--- src/dcc_pkg.sv ---
// Constants, field layout and carrier types for the channel control fields
`default_nettype none
package dcc_pkg;
    localparam int unsigned NUM_CH        = 4;
    localparam int unsigned ADDR_W        = 8;
    // Register byte addresses
    localparam logic [7:0]  ADDR_CTL0     = 8'h00;
    localparam logic [7:0]  ADDR_CTL1     = 8'h04;
    localparam logic [7:0]  ADDR_CTL2     = 8'h08;
    localparam logic [7:0]  ADDR_CTL3     = 8'h0c;
    localparam logic [7:0]  ADDR_MODE     = 8'h10;
    // Field positions in channel_control
    localparam int unsigned SRC_ATTR_HI   = 31;
    localparam int unsigned SRC_ATTR_LO   = 29;
    localparam int unsigned SRC_WAIT_BIT  = 28;
    localparam int unsigned DST_ATTR_HI   = 27;
    localparam int unsigned DST_ATTR_LO   = 25;
    localparam int unsigned DST_WAIT_BIT  = 24;
    localparam int unsigned REQ_SMP_BIT   = 19;
    localparam int unsigned ACC_POL_BIT   = 18;
    localparam int unsigned ACK_CYC_BIT   = 17;
    localparam int unsigned ACK_POL_BIT   = 16;
    localparam int unsigned DST_STEP_HI   = 15;
    localparam int unsigned DST_STEP_LO   = 14;
    localparam int unsigned BURST_BIT     = 7;
    localparam int unsigned ONDEMAND_BIT  = 0;
    // Writable bits: full channels, and channels without bits 18 and 16
    localparam logic [31:0] CTL_WMASK_FULL   = 32'hff0f_fff7;
    localparam logic [31:0] CTL_WMASK_NARROW = 32'hff0a_fff7;
    localparam logic [31:0] CTL_RESET        = 32'h0000_0000;
    localparam logic [1:0]  STEP_FIXED    = 2'h0;
    localparam logic [1:0]  STEP_INC      = 2'h1;
    localparam logic [1:0]  STEP_DEC      = 2'h2;
    localparam logic [1:0]  STEP_BAD      = 2'h3;

    typedef enum logic [2:0] {
        SZ_1B  = 3'b000,
        SZ_2B  = 3'b001,
        SZ_4B  = 3'b010,
        SZ_8B  = 3'b011,
        SZ_32B = 3'b100
    } dcc_size_e;

    // One bus cycle of the transfer engine
    typedef struct packed {
        logic      valid;
        logic [1:0] ch;
        logic      accept;
        logic      is_write;
        logic      single_addr;
        logic      mem_to_dev;
        dcc_size_e size;
    } dcc_acc_s;

    // Card space selection for one access
    typedef struct packed {
        logic       valid;
        logic [2:0] space_attr;
        logic       area6;
    } dcc_pcm_s;
endpackage
`default_nettype wire

--- src/dcc_chan_ctl.sv ---
// Four channel control registers and the pin and address-step logic they steer
//
// Summary of operation
// Channels 2,3: bits 18,16 absent, read zero
// Reset clears every control register to zero
// Bits 31:29 give source card space
// Bits 27:25 give destination card space
// Bit 28 picks area-5/area-6 source waits
// Bit 24 picks area-5/area-6 destination waits
// Bits 23:20 reserved, read zero
// Bit 19: low level or falling edge
// Sampling select: channels 0,1, all on-demand
// With burst, bit 19 picks burst variant
// Bit 18 sets accept output polarity
// Bit 17 places ack in read/write cycle
// Ack cycle select validity per mode, variant
// Bit 16 sets ack output polarity
// Destination step ignored, single memory-to-device
// Channel 0 on-demand forces increment step
// Step fixed, up, down by size; 11 prohibited
//
// The implementer's own choices: the plain strobed port and the register addresses.
`timescale 1ns/100ps
`default_nettype none
module dcc_chan_ctl
    import dcc_pkg::*;
#(
    parameter bit LATER_VARIANT = 1'b0
) (
    // Clock and reset
    input  wire logic              I_CLK_SYS,
    input  wire logic              I_RST_N,
    // Register port
    input  wire logic [ADDR_W-1:0] I_ADDR,
    input  wire logic [31:0]       I_WDATA,
    input  wire logic              I_WR,
    input  wire logic              I_RD,
    output logic      [31:0]       O_RDATA,
    // Transfer engine
    input  wire dcc_acc_s          I_ACC,
    output logic [NUM_CH-1:0]      O_REQ_DETECT,
    output logic [NUM_CH-1:0]      O_BURST_EDGE,
    output logic [NUM_CH-1:0]      O_BURST_LEVEL,
    output dcc_pcm_s               O_PCM,
    output logic                   O_DST_STEP_VALID,
    output logic [6:0]             O_DST_STEP,
    output logic                   O_DST_STEP_BAD,
    // External device pins
    input  wire logic [NUM_CH-1:0] I_TRANSFER_REQUEST_IN_N,
    output logic [1:0]             O_REQUEST_ACCEPT_OUT,
    output logic [1:0]             O_TRANSFER_ACK_OUT,
    output logic                   O_ONDEMAND_ACK_OUT
);

    logic [31:0]       ctl      [NUM_CH];
    logic [31:0]       next_ctl [NUM_CH];
    logic              on_demand_transfer;
    logic              next_on_demand_transfer;
    logic [31:0]       rdata;
    logic [31:0]       next_rdata;

    // Register writes
    always_comb begin
        for (int c = 0; c < NUM_CH; c++) begin
            next_ctl[c] = ctl[c];
        end
        next_on_demand_transfer = on_demand_transfer;
        if (I_WR) begin
            case (I_ADDR)
                ADDR_CTL0: next_ctl[0] = I_WDATA & CTL_WMASK_FULL;
                ADDR_CTL1: next_ctl[1] = I_WDATA & CTL_WMASK_FULL;
                ADDR_CTL2: next_ctl[2] = I_WDATA & CTL_WMASK_NARROW;
                ADDR_CTL3: next_ctl[3] = I_WDATA & CTL_WMASK_NARROW;
                ADDR_MODE: next_on_demand_transfer = I_WDATA[ONDEMAND_BIT];
                default: ;
            endcase
        end
    end

    // Register reads, one cycle later; unmapped reads zero
    always_comb begin
        next_rdata = 32'h0000_0000;
        if (I_RD) begin
            case (I_ADDR)
                ADDR_CTL0: next_rdata = ctl[0];
                ADDR_CTL1: next_rdata = ctl[1];
                ADDR_CTL2: next_rdata = ctl[2];
                ADDR_CTL3: next_rdata = ctl[3];
                ADDR_MODE: next_rdata = {31'h0000_0000, on_demand_transfer};
                default:   next_rdata = 32'h0000_0000;
            endcase
        end
    end

    always_ff @(posedge I_CLK_SYS) begin
        if (!I_RST_N) begin
            for (int c = 0; c < NUM_CH; c++) begin
                ctl[c] <= CTL_RESET;
            end
            on_demand_transfer <= 1'b0;
            rdata              <= 32'h0000_0000;
        end else begin
            for (int c = 0; c < NUM_CH; c++) begin
                ctl[c] <= next_ctl[c];
            end
            on_demand_transfer <= next_on_demand_transfer;
            rdata              <= next_rdata;
        end
    end

    assign O_RDATA = rdata;

    // Request pin sampling, one instance per channel
    logic [NUM_CH-1:0] pin_prev;
    logic [NUM_CH-1:0] next_pin_prev;
    logic [NUM_CH-1:0] req_detect;
    logic [NUM_CH-1:0] next_req_detect;
    logic [NUM_CH-1:0] burst_edge;
    logic [NUM_CH-1:0] next_burst_edge;
    logic [NUM_CH-1:0] burst_level;
    logic [NUM_CH-1:0] next_burst_level;

    for (genvar g = 0; g < NUM_CH; g++) begin : g_req
        logic edge_mode;
        // Channels 2,3 fall back to level sampling in normal mode
        assign edge_mode = ctl[g][REQ_SMP_BIT] & ((g < 2) | on_demand_transfer);
        always_comb begin
            next_pin_prev[g]    = I_TRANSFER_REQUEST_IN_N[g];
            next_req_detect[g]  = edge_mode ? (pin_prev[g] & ~I_TRANSFER_REQUEST_IN_N[g])
                                            : ~I_TRANSFER_REQUEST_IN_N[g];
            next_burst_edge[g]  = ctl[g][BURST_BIT] & edge_mode;
            next_burst_level[g] = ctl[g][BURST_BIT] & ~edge_mode;
        end
    end

    always_ff @(posedge I_CLK_SYS) begin
        if (!I_RST_N) begin
            pin_prev    <= '1;
            req_detect  <= '0;
            burst_edge  <= '0;
            burst_level <= '0;
        end else begin
            pin_prev    <= next_pin_prev;
            req_detect  <= next_req_detect;
            burst_edge  <= next_burst_edge;
            burst_level <= next_burst_level;
        end
    end

    assign O_REQ_DETECT  = req_detect;
    assign O_BURST_EDGE  = burst_edge;
    assign O_BURST_LEVEL = burst_level;

    // Accept and acknowledge pins
    logic [1:0]  accept_out;
    logic [1:0]  next_accept_out;
    logic [1:0]  ack_out;
    logic [1:0]  next_ack_out;
    logic        od_ack;
    logic        next_od_ack;
    logic [31:0] cur;
    logic        am_valid_od;

    assign cur = ctl[I_ACC.ch];
    // On-demand ack cycle select: channels 1-3, or all on the later variant
    assign am_valid_od = (I_ACC.ch != 2'd0) | LATER_VARIANT;

    always_comb begin
        logic hit;
        logic ack_now;
        hit = 1'b0;
        ack_now = 1'b0;
        next_od_ack = 1'b0;
        for (int c = 0; c < 2; c++) begin
            hit = I_ACC.valid & (I_ACC.ch == c[1:0]) & ~on_demand_transfer;
            // Polarity bits only count in normal mode
            next_accept_out[c] = (hit & I_ACC.accept)
                ^ (ctl[c][ACC_POL_BIT] & ~on_demand_transfer);
            ack_now = hit & (I_ACC.single_addr | (I_ACC.is_write == ctl[c][ACK_CYC_BIT]));
            next_ack_out[c] = ack_now ^ (ctl[c][ACK_POL_BIT] & ~on_demand_transfer);
        end
        if (I_ACC.valid & on_demand_transfer) begin
            // Active-high in on-demand mode
            next_od_ack = I_ACC.single_addr
                | (I_ACC.is_write == (cur[ACK_CYC_BIT] & am_valid_od));
        end
    end

    always_ff @(posedge I_CLK_SYS) begin
        if (!I_RST_N) begin
            accept_out <= 2'b00;
            ack_out    <= 2'b00;
            od_ack     <= 1'b0;
        end else begin
            accept_out <= next_accept_out;
            ack_out    <= next_ack_out;
            od_ack     <= next_od_ack;
        end
    end

    assign O_REQUEST_ACCEPT_OUT = accept_out;
    assign O_TRANSFER_ACK_OUT   = ack_out;
    assign O_ONDEMAND_ACK_OUT   = od_ack;

    // Card space and destination step per access
    dcc_pcm_s   pcm;
    dcc_pcm_s   next_pcm;
    logic       step_valid;
    logic       next_step_valid;
    logic [6:0] step;
    logic [6:0] next_step;
    logic       step_bad;
    logic       next_step_bad;

    always_comb begin
        logic [1:0] mode;
        logic [6:0] mag;
        mode = cur[DST_STEP_HI:DST_STEP_LO];
        mag  = 7'd0;
        next_pcm.valid = I_ACC.valid;
        if (I_ACC.is_write) begin
            next_pcm.space_attr = cur[DST_ATTR_HI:DST_ATTR_LO];
            next_pcm.area6      = cur[DST_WAIT_BIT];
        end else begin
            next_pcm.space_attr = cur[SRC_ATTR_HI:SRC_ATTR_LO];
            next_pcm.area6      = cur[SRC_WAIT_BIT];
        end
        if (on_demand_transfer && I_ACC.ch == 2'd0) begin
            mode = STEP_INC;
        end
        case (I_ACC.size)
            SZ_1B:   mag = 7'd1;
            SZ_2B:   mag = 7'd2;
            SZ_4B:   mag = 7'd4;
            SZ_8B:   mag = 7'd8;
            SZ_32B:  mag = 7'd32;
            default: mag = 7'd0;
        endcase
        next_step_valid = I_ACC.valid & (I_ACC.is_write | I_ACC.single_addr)
                        & ~(I_ACC.single_addr & I_ACC.mem_to_dev);
        next_step_bad   = next_step_valid & (mode == STEP_BAD);
        case (mode)
            STEP_INC: next_step = mag;
            STEP_DEC: next_step = 7'(-mag);
            default:  next_step = 7'd0;
        endcase
        if (!next_step_valid) begin
            next_step = 7'd0;
        end
    end

    always_ff @(posedge I_CLK_SYS) begin
        if (!I_RST_N) begin
            pcm        <= '0;
            step_valid <= 1'b0;
            step       <= 7'd0;
            step_bad   <= 1'b0;
        end else begin
            pcm        <= next_pcm;
            step_valid <= next_step_valid;
            step       <= next_step;
            step_bad   <= next_step_bad;
        end
    end

    assign O_PCM            = pcm;
    assign O_DST_STEP_VALID = step_valid;
    assign O_DST_STEP       = step;
    assign O_DST_STEP_BAD   = step_bad;

endmodule
`default_nettype wire

--- config.mk ---
export PLATFORM = sky130hd
export DESIGN_NAME = dcc_chan_ctl
export DESIGN_NICKNAME = d
export VERILOG_FILES = /design/src/dcc_pkg.sv /design/src/dcc_chan_ctl.sv
export SDC_FILE = /design/constraint.sdc
export NUM_CORES = 1
export LEC_CHECK = 0
export BUFFER_PORTS_ARGS = -buffer_cell sky130_fd_sc_hd__buf_2
export CORE_UTILIZATION = 40
export DETAILED_ROUTE_END_ITERATION = 8
export GPL_ROUTABILITY_DRIVEN = 0
export SKIP_CTS_REPAIR_TIMING = 1
export SLEW_MARGIN = 25
export SYNTH_ARGS = -nofsm -noshare
export SYNTH_HDL_FRONTEND = slang
export SYNTH_SLANG_ARGS = --single-unit
--- constraint.sdc ---
create_clock -name I_CLK_SYS -period 5.1 [get_ports I_CLK_SYS]
set_input_delay 0 -clock I_CLK_SYS [delete_from_list [all_inputs] [get_ports I_CLK_SYS]]
set_output_delay 0 -clock I_CLK_SYS [all_outputs]
set_load 0.02 [all_outputs]
* After elaboration in Yosys (flattened, before gate mapping) *
Memory sizes are Yosys's and may differ from the RTL's.
Cells that the tools add are included.

word-level totals
  register bits = 68
  RAM bits = 128
  word-level logic and storage cells = 115
  memories kept = 1

memories
  name  words  width  rd ports  clocked after memory_dff  write ports  RTL line            source
  ctl   4      32     5         0                         4            dcc_chan_ctl.sv:55  logic [31:0] ctl [NUM_CH];

cells by class
  reduce and logical (&&, ||, !) cells = 9
  $add $sub $neg = 1
  bitwise logic cells = 54
  multiplexer cells = 20
  equality and inequality tests = 15

operator list
  cell                number
  $mux 32             8
  $pmux 32 s5         1
  $mux 128            1
  $and 1x1->1         32
  $pmux 6 s5          1
  $eq 8x4->1 const B  2
  $pmux 7 s2          1
  $not 1->1           10
  $eq 8x3->1 const B  1
  $eq 8x5->1 const B  1
  $logic_not 8->1     1
  $or 1x1->1          8
  $reduce_and 2->1    4
  $neg 7->7           1
  $eq 3x2->1 const B  2
  $mux 1              6
  $eq 2x1->1 const B  2
  $eq 2x2->1 const B  2
  $mux 4              1
  $xor 1x1->1         4
  $eq 1x1->1          3
  $eq 3x1->1 const B  1
  $eq 3x3->1 const B  1
  $logic_not 3->1     1
  4 further kinds     4

* Logic depth before layout (Yosys ltp) *
Gate-level depths: netlist (run 1).

  word-level depth = 5
  gate-level depth with buffers = 9
  depth with buffers taken out = 7

* Worst setup path after synthesis (run 1) *
OpenSTA, ideal clock, no wires.

  path kind = register -> register
  start point = register on_demand_transfer
  end point = register step[0] (netlist: O_DST_STEP[0])
  stages on the path, launching flop included = 7
  slack = 3023 ps
  required time = 4985 ps
  arrival = 1963 ps
  path through = dfxtp_1 or2_2 mux4_2 inv_1 ha_1 a2111o_1 a2111oi_0

between the ends
  word-level cells in the longest chain between the ends = 4

RTL lines
  what                                             RTL line             source
  start, declared                                  dcc_chan_ctl.sv:57   logic on_demand_transfer;
  start signal, assigned                           dcc_chan_ctl.sv:106  on_demand_transfer <= next_on_demand_transfer;
  $logic_and 1x1->1 *                              dcc_chan_ctl.sv:228  if (on_demand_transfer && I_ACC.ch == 2'd0) begin
  $mux 2 *                                         dcc_chan_ctl.sv:228
  $eq 2x2->1 / $eq 2x1->1 (equally long branches)  dcc_chan_ctl.sv:242  case (mode)
  $pmux 7 s2 *                                     dcc_chan_ctl.sv:242
  end signal, assigned                             dcc_chan_ctl.sv:261  step <= next_step;
  end, declared                                    dcc_chan_ctl.sv:210  logic [6:0] step;

Mark *: on every way between the ends. The rest lies on a longest branch, timed or not.
A chain may end at the register's enable or synchronous reset.

* Worst setup path after layout (run 1) *
  start point = register on_demand_transfer
  end point = register step[3] (netlist: O_DST_STEP[3])

The elaborated chain is that of the path after synthesis.

==> impl_metrics.json, run 1 <==
{
  "cp-end-kind": "flip-flop",
  "dr_total_vias": 4960,
  "io_buffers": 110,
  "hold_class": "input port to flip-flop",
  "drc": 0,
  "yosysWarnings": 0,
  "fin_crit_ps": 2870,
  "placed_area_sq_um": 7510,
  "dp_hpwl_microns": 10300,
  "power_mw": 2.84,
  "r2r-end": "O_DST_STEP[3]",
  "postSynthRegisterBits": 167,
  "synth_area_leader_cell": "dfxtp_1",
  "die_area_sq_um": 17700,
  "fin_skew_ps": 5.43,
  "post-route-period-util_pct": 56.2,
  "core-area_sq_um": 16600,
  "final_cell_count_no_fill": 997,
  "setup_viol": 0,
  "path_class": "flip-flop to flip-flop",
  "whs_ps": -29.2,
  "critical_path.max_fanout": 11,
  "dp_cells": 921,
  "die-width_microns": 133,
  "root_buffer": "clkbuf_16",
  "clkTransAtPathRegs_ps": 60,
  "grt_max_degree": 84,
  "cts.path.max_buffers": 2,
  "r2r_slack_ps": 2230,
  "row_count": 47,
  "n_fill_cell": 1488,
  "pwr_density_cell_nw_per_um2": 330,
  "syn2layout_area_growth_pct": 25.3,
  "dpl_worst_slack_ps": 2510,
  "status": "complete, but fails checks",
  "synth_ff_type": "dfxtp_1",
  "worstHoldEndpoint": "O_REQUEST_ACCEPT_OUT[1]",
  "die_h_microns": 133,
  "synth_cell_types": 48,
  "diodes": 0,
  "cts_tree": "built",
  "stdcell_area_sq_um": 8590,
  "routed_wl_microns": 15600,
  "yosysSeqAreaShare_pct": 48.8,
  "min_delay_path_depth": 4,
  "tns_ps": 0,
  "grt_pass1_wl_microns": 25000,
  "syn_avg_cell_area_sq_um": 11.0,
  "netlist_area_sq_um": 6860,
  "slew_violations": 0,
  "regArea_sq_um": 3340,
  "cts_buffers": 17,
  "crit_arrival_ps": 3230,
  "num_io_pins": 121,
  "synth-edff-count": 0,
  "peakVddDrop_v": 0.000250,
  "r2r-start": "on_demand_transfer",
  "multi_input_comb_area_sq_um": 3240,
  "clk_latency_ps": 420,
  "first_iter_violations": 245,
  "drive_above_1_share_pct": 24.7,
  "final_nets": 826,
  "tightestPinTransition_ps": 958,
  "grt_antenna_before_repair": 0,
  "timing.final.ws_setup_ps": 2230,
  "dr.pass1.iters": 4,
  "startpoint_type": "flip-flop",
  "wire_per_inst_microns": 15.7,
  "rsz0062_at_grt": "no",
  "ant_nets": 0,
  "synth_top_area_share_pct": 48.8,
  "crit_required_ps": 5460,
  "via_per_inst": 4.97,
  "grtUsageTotal_pct": 18.3,
  "htreeDepth": 4,
  "start_util_pct": 41.2,
  "ys_async_sr_fraction_pct": 0,
  "p_leak_nw": 4.16,
  "min_from": "I_ACC[6]",
  "fin_util_pct": 51.6,
  "rr_worst_depth": 7,
  "slew_headroom_pct": 36.1,
  "clock.fmax_mhz": 349,
  "synthCells": 625,
  "cts_sinks": 167,
  "grt_overflow": 0,
  "cap_violations": 0,
  "violations": "hold timing",
  "grt_pass1_vias": 4962,
  "synth_area_leaders": "dfxtp_1, mux2i_1, mux4_2",
  "finalHoldViolCount": 2
}
[cells in the mapped netlist, types with 2 or more instances]
| cell type | instances |
|---|---|
| mux2i_1 | 110 |
| ha_1 | 4 |
| and2b_1 | 2 |
| buf_4 | 14 |
| nand2b_1 | 9 |
| inv_1 | 9 |
| or3_1 | 2 |
| mux4_2 | 34 |
| and3_1 | 3 |
| nor2b_1 | 24 |
| or2_2 | 2 |
| nand3_1 | 5 |
| nand4b_1 | 3 |
| a31oi_1 | 2 |
| a2111oi_0 | 2 |
| buf_1 | 3 |
| buf_6 | 2 |
| nand4_1 | 2 |
| dfxtp_1 | 167 |
| nor2_1 | 14 |
| and3b_1 | 2 |
| nor4_1 | 2 |
| buf_2 | 11 |
| xnor2_1 | 3 |
| nand2_1 | 139 |
| clkbuf_1 | 16 |
| a21oi_1 | 8 |
| nor3b_1 | 3 |
| a211oi_1 | 4 |
| a22o_1 | 4 |
| and2_1 | 3 |
[flip-flops by register name, indices dropped and copies added, names as in the netlist]
| name | cells |
|---|---|
| O_BURST_EDGE | 4 |
| O_BURST_LEVEL | 4 |
| O_DST_STEP | 7 |
| O_DST_STEP_BAD | 1 |
| O_DST_STEP_VALID | 1 |
| O_ONDEMAND_ACK_OUT | 1 |
| O_PCM | 5 |
| O_RDATA | 27 |
| O_REQUEST_ACCEPT_OUT | 2 |
| O_REQ_DETECT | 4 |
| O_TRANSFER_ACK_OUT | 2 |
| ctl | 104 |
| on_demand_transfer | 1 |
| pin_prev | 4 |
[critical path, cell delays in order (launching register included)]
cell           delay (ps)
dfxtp_1               480
or2_2                 360
mux4_2                510
inv_1                  90
ha_1                  240
a2111o_1              380
nor3_1                200
dlygate4sd3_1         560
[kinds of logic (layout without fill, tap and decap cells)]
family                   count (synthesis)  after routing  share of synthesized area [%]
AND/OR/NAND/NOR                        223            223                           15.6
multiplexers                           145            145                           27.4
AO/OA/AOI/OAI                           26             26                           2.70
flip-flops                             167            167                           48.8
other                                    1              5                         0.0547
XOR/XNOR                                 4              4                          0.511
buffers and inverters                   55            203                           4.20
adder cells (fa/ha/maj)                  4              4                          0.730
[power by group]
| group | switching [mW] | leakage [nW] | internal (mW) |
|---|---|---|---|
| clock | 0.512 | 0.314 | 0.860 |
| combinational | 0.0878 | 2.50 | 0.0655 |
| sequential | 0.00165 | 1.35 | 1.31 |
[worst max path at each step]
stage	startpoint	end	slack, ps	depth (start not counted)
4_1_cts	on_demand_transfer	O_DST_STEP[0]	2500	6
3_5_place_dp	on_demand_transfer	O_DST_STEP[0]	2510	6
3_3_place_gp	on_demand_transfer	O_DST_STEP[0]	2570	6
5_1_grt	on_demand_transfer	O_DST_STEP[3]	2070	7
2_1_floorplan	on_demand_transfer	O_DST_STEP[0]	3020	6
6_report	on_demand_transfer	O_DST_STEP[3]	2230	7
[cell usage in the layout, fill, tap and decap left out, drive strengths merged, types with 3 or more instances in the layout]
cell type	count
nor3b	3
mux2i	110
nand4	3
xnor2	3
buf	118
nor2	14
bufinv	4
nand4b	3
dfxtp	167
conb	5
a211oi	4
clkbuf	21
a21oi	8
and3	3
nand3	5
dlygate4sd3	44
nand2	139
and2	3
mux4	34
clkinv	4
ha	4
a22o	4
nor2b	24
inv	11
nand2b	9
[final cells by class]
cell class / instances / area share (%)
timing repair buffer: 162 / 12.3
tap: 220 / 3.20
clock inverter: 11 / 1.97
sequential: 167 / 38.9
clock buffer: 21 / 5.48
inverter: 9 / 0.393
multi-input combinational: 407 / 37.8
[metal layers]
layer / part of all wire (%) / wire length (microns) / track usage [%] / vias up
li1: - / - / - / 2434
met4: 1.6 / 243 / 7.15 / 0
met1: 44 / 6880 / 21.8 / 2393
met5: 0 / 0 / 0 / -
met3: 4.3 / 671 / 4.52 / 23
met2: 50 / 7840 / 31.5 / 110
No activity file was read; power rests on OpenSTA's default activity.
==> inputs of run 2 (changes only) <==
Clock period 5.1 ns to 2.75 ns, I/O delays scaled along.
==> impl_metrics.json, run 2 (synthesized netlist as in run 1, its figures left out) <==
{
  "cp-end-kind": "flip-flop",
  "wire_per_inst_microns": 16.3,
  "peakVddDrop_v": 0.000450,
  "status": "complete, but fails checks",
  "cts_tree": "built",
  "drc": 0,
  "final_cell_mix": "dfxtp_1, nand2_1, mux2i_1",
  "whs_ps": -15.3,
  "critical_path.max_fanout": 6,
  "diodes": 0,
  "slew_headroom_pct": 60.3,
  "ant_nets": 0,
  "slew_violations": 0,
  "setup_viol": 0,
  "path_class": "flip-flop to flip-flop",
  "fin_crit_ps": 2620,
  "die_area_sq_um": 17700,
  "startpoint_type": "flip-flop",
  "root_buffer": "clkbuf_16",
  "placed_area_sq_um": 7560,
  "largest_reg_flops": 104,
  "htreeDepth": 4,
  "tightestPinTransition_ps": 595,
  "via_per_inst": 5.04,
  "p_leak_nw": 4.17,
  "grtUsageTotal_pct": 18.9,
  "first_iter_violations": 205,
  "post-route-period-util_pct": 95.2,
  "max_stage_delay_ps": 560,
  "clock.fmax_mhz": 382,
  "violations": "hold timing",
  "cts.path.max_buffers": 2,
  "grt_antenna_before_repair": 0,
  "grt_max_degree": 113,
  "top_register": "ctl",
  "cpMaxStageDelayCell": "dlygate4sd3_1",
  "routed_wl_microns": 16300,
  "cp_cell_sequence": "or2_2 > mux4_2 > inv_1 > ha_1 > a2111o_1 > nor3_1 > dlygate4sd3_1",
  "tns_ps": 0,
  "core-area_sq_um": 16600,
  "hold_class": "input port to flip-flop",
  "clkTransAtPathRegs_ps": 60,
  "dpl_worst_slack_ps": 471,
  "pwr_density_cell_nw_per_um2": 598,
  "grt_pass1_vias": 4966,
  "cap_violations": 0,
  "num_io_pins": 121,
  "crit_required_ps": 3120,
  "fin_skew_ps": 5.66,
  "finalHoldViolCount": 2,
  "dp_hpwl_microns": 10500,
  "dr.pass1.iters": 4,
  "start_util_pct": 41.2,
  "syn2layout_area_growth_pct": 25.6,
  "power_mw": 5.15,
  "cts_buffers": 17,
  "grt_pass1_wl_microns": 25500,
  "die-width_microns": 133,
  "layout_commonest_cell": "dfxtp_1",
  "crit_arrival_ps": 2990,
  "grt_overflow": 0,
  "drive_above_1_share_pct": 25.3,
  "io_buffers": 110,
  "dr_total_vias": 5046,
  "row_count": 47,
  "cts_sinks": 167,
  "timing.final.ws_setup_ps": 131,
  "clk_latency_ps": 430,
  "stdcell_area_sq_um": 8610,
  "rsz0062_at_grt": "no",
  "die_h_microns": 133,
  "final_nets": 831
}
## run 2: cell type report
| cell class | count | area [sq um] |
|---|---|---|
| Multi-Input combinational cell | 407 | 3240 |
| Timing Repair Buffer | 167 | 1100 |
| Inverter | 9 | 33.8 |
| Fill cell | 1469 | 8030 |
| Clock inverter | 12 | 143 |
| Tap cell | 220 | 275 |
| Clock buffer | 20 | 467 |
| Sequential cell | 167 | 3340 |
## run 2: worst paths after layout
kind,slack [ps],depth (start not counted),from,endpoint
worst max-delay path,130,7,ctl[0][14],O_DST_STEP[3]
worst min-delay path,-20,4,I_ADDR[7],on_demand_transfer
worst max register to register,130,7,ctl[0][14],O_DST_STEP[3]
worst min register to register,430,2,pin_prev[1],O_REQ_DETECT[1]
## run 2: critical path: cells and delay by family, from the launching register on
| kind | cells | cell delay [ps] |
|---|---|---|
| flip-flops | 1 | 320 |
| adder cells (fa/ha/maj) | 1 | 230 |
| AND/OR/NAND/NOR | 2 | 470 |
| buffers and inverters | 2 | 650 |
| multiplexers | 1 | 510 |
| AO/OA/AOI/OAI | 1 | 390 |
## run 2: stage by stage
step	cells	util [%]	hold slack, ps
2_1_floorplan	629	-	117
3_3_place_gp	926	45.4	207
3_5_place_dp	926	45.4	212
4_1_cts	958	49.1	-235
5_1_grt	1002	51.7	3.01
6_report	1002	51.7	-15.3
## run 2: report_power, final
part           leakage (nW)  internal, mW  switching, mW
Sequential             1.35          2.43        0.00354
Combinational          2.53         0.126          0.169
Clock                 0.297          1.42          0.998
Total                  4.17          3.98           1.17
## run 2: routing by layer
metal	GRT usage [%]	share of wire (%)	vias to the layer above
li1	-	-	2441
met1	23.2	44	2467
met2	31.8	50	113
met3	3.87	3.5	25
met4	8.43	1.8	0
met5	0	0	-
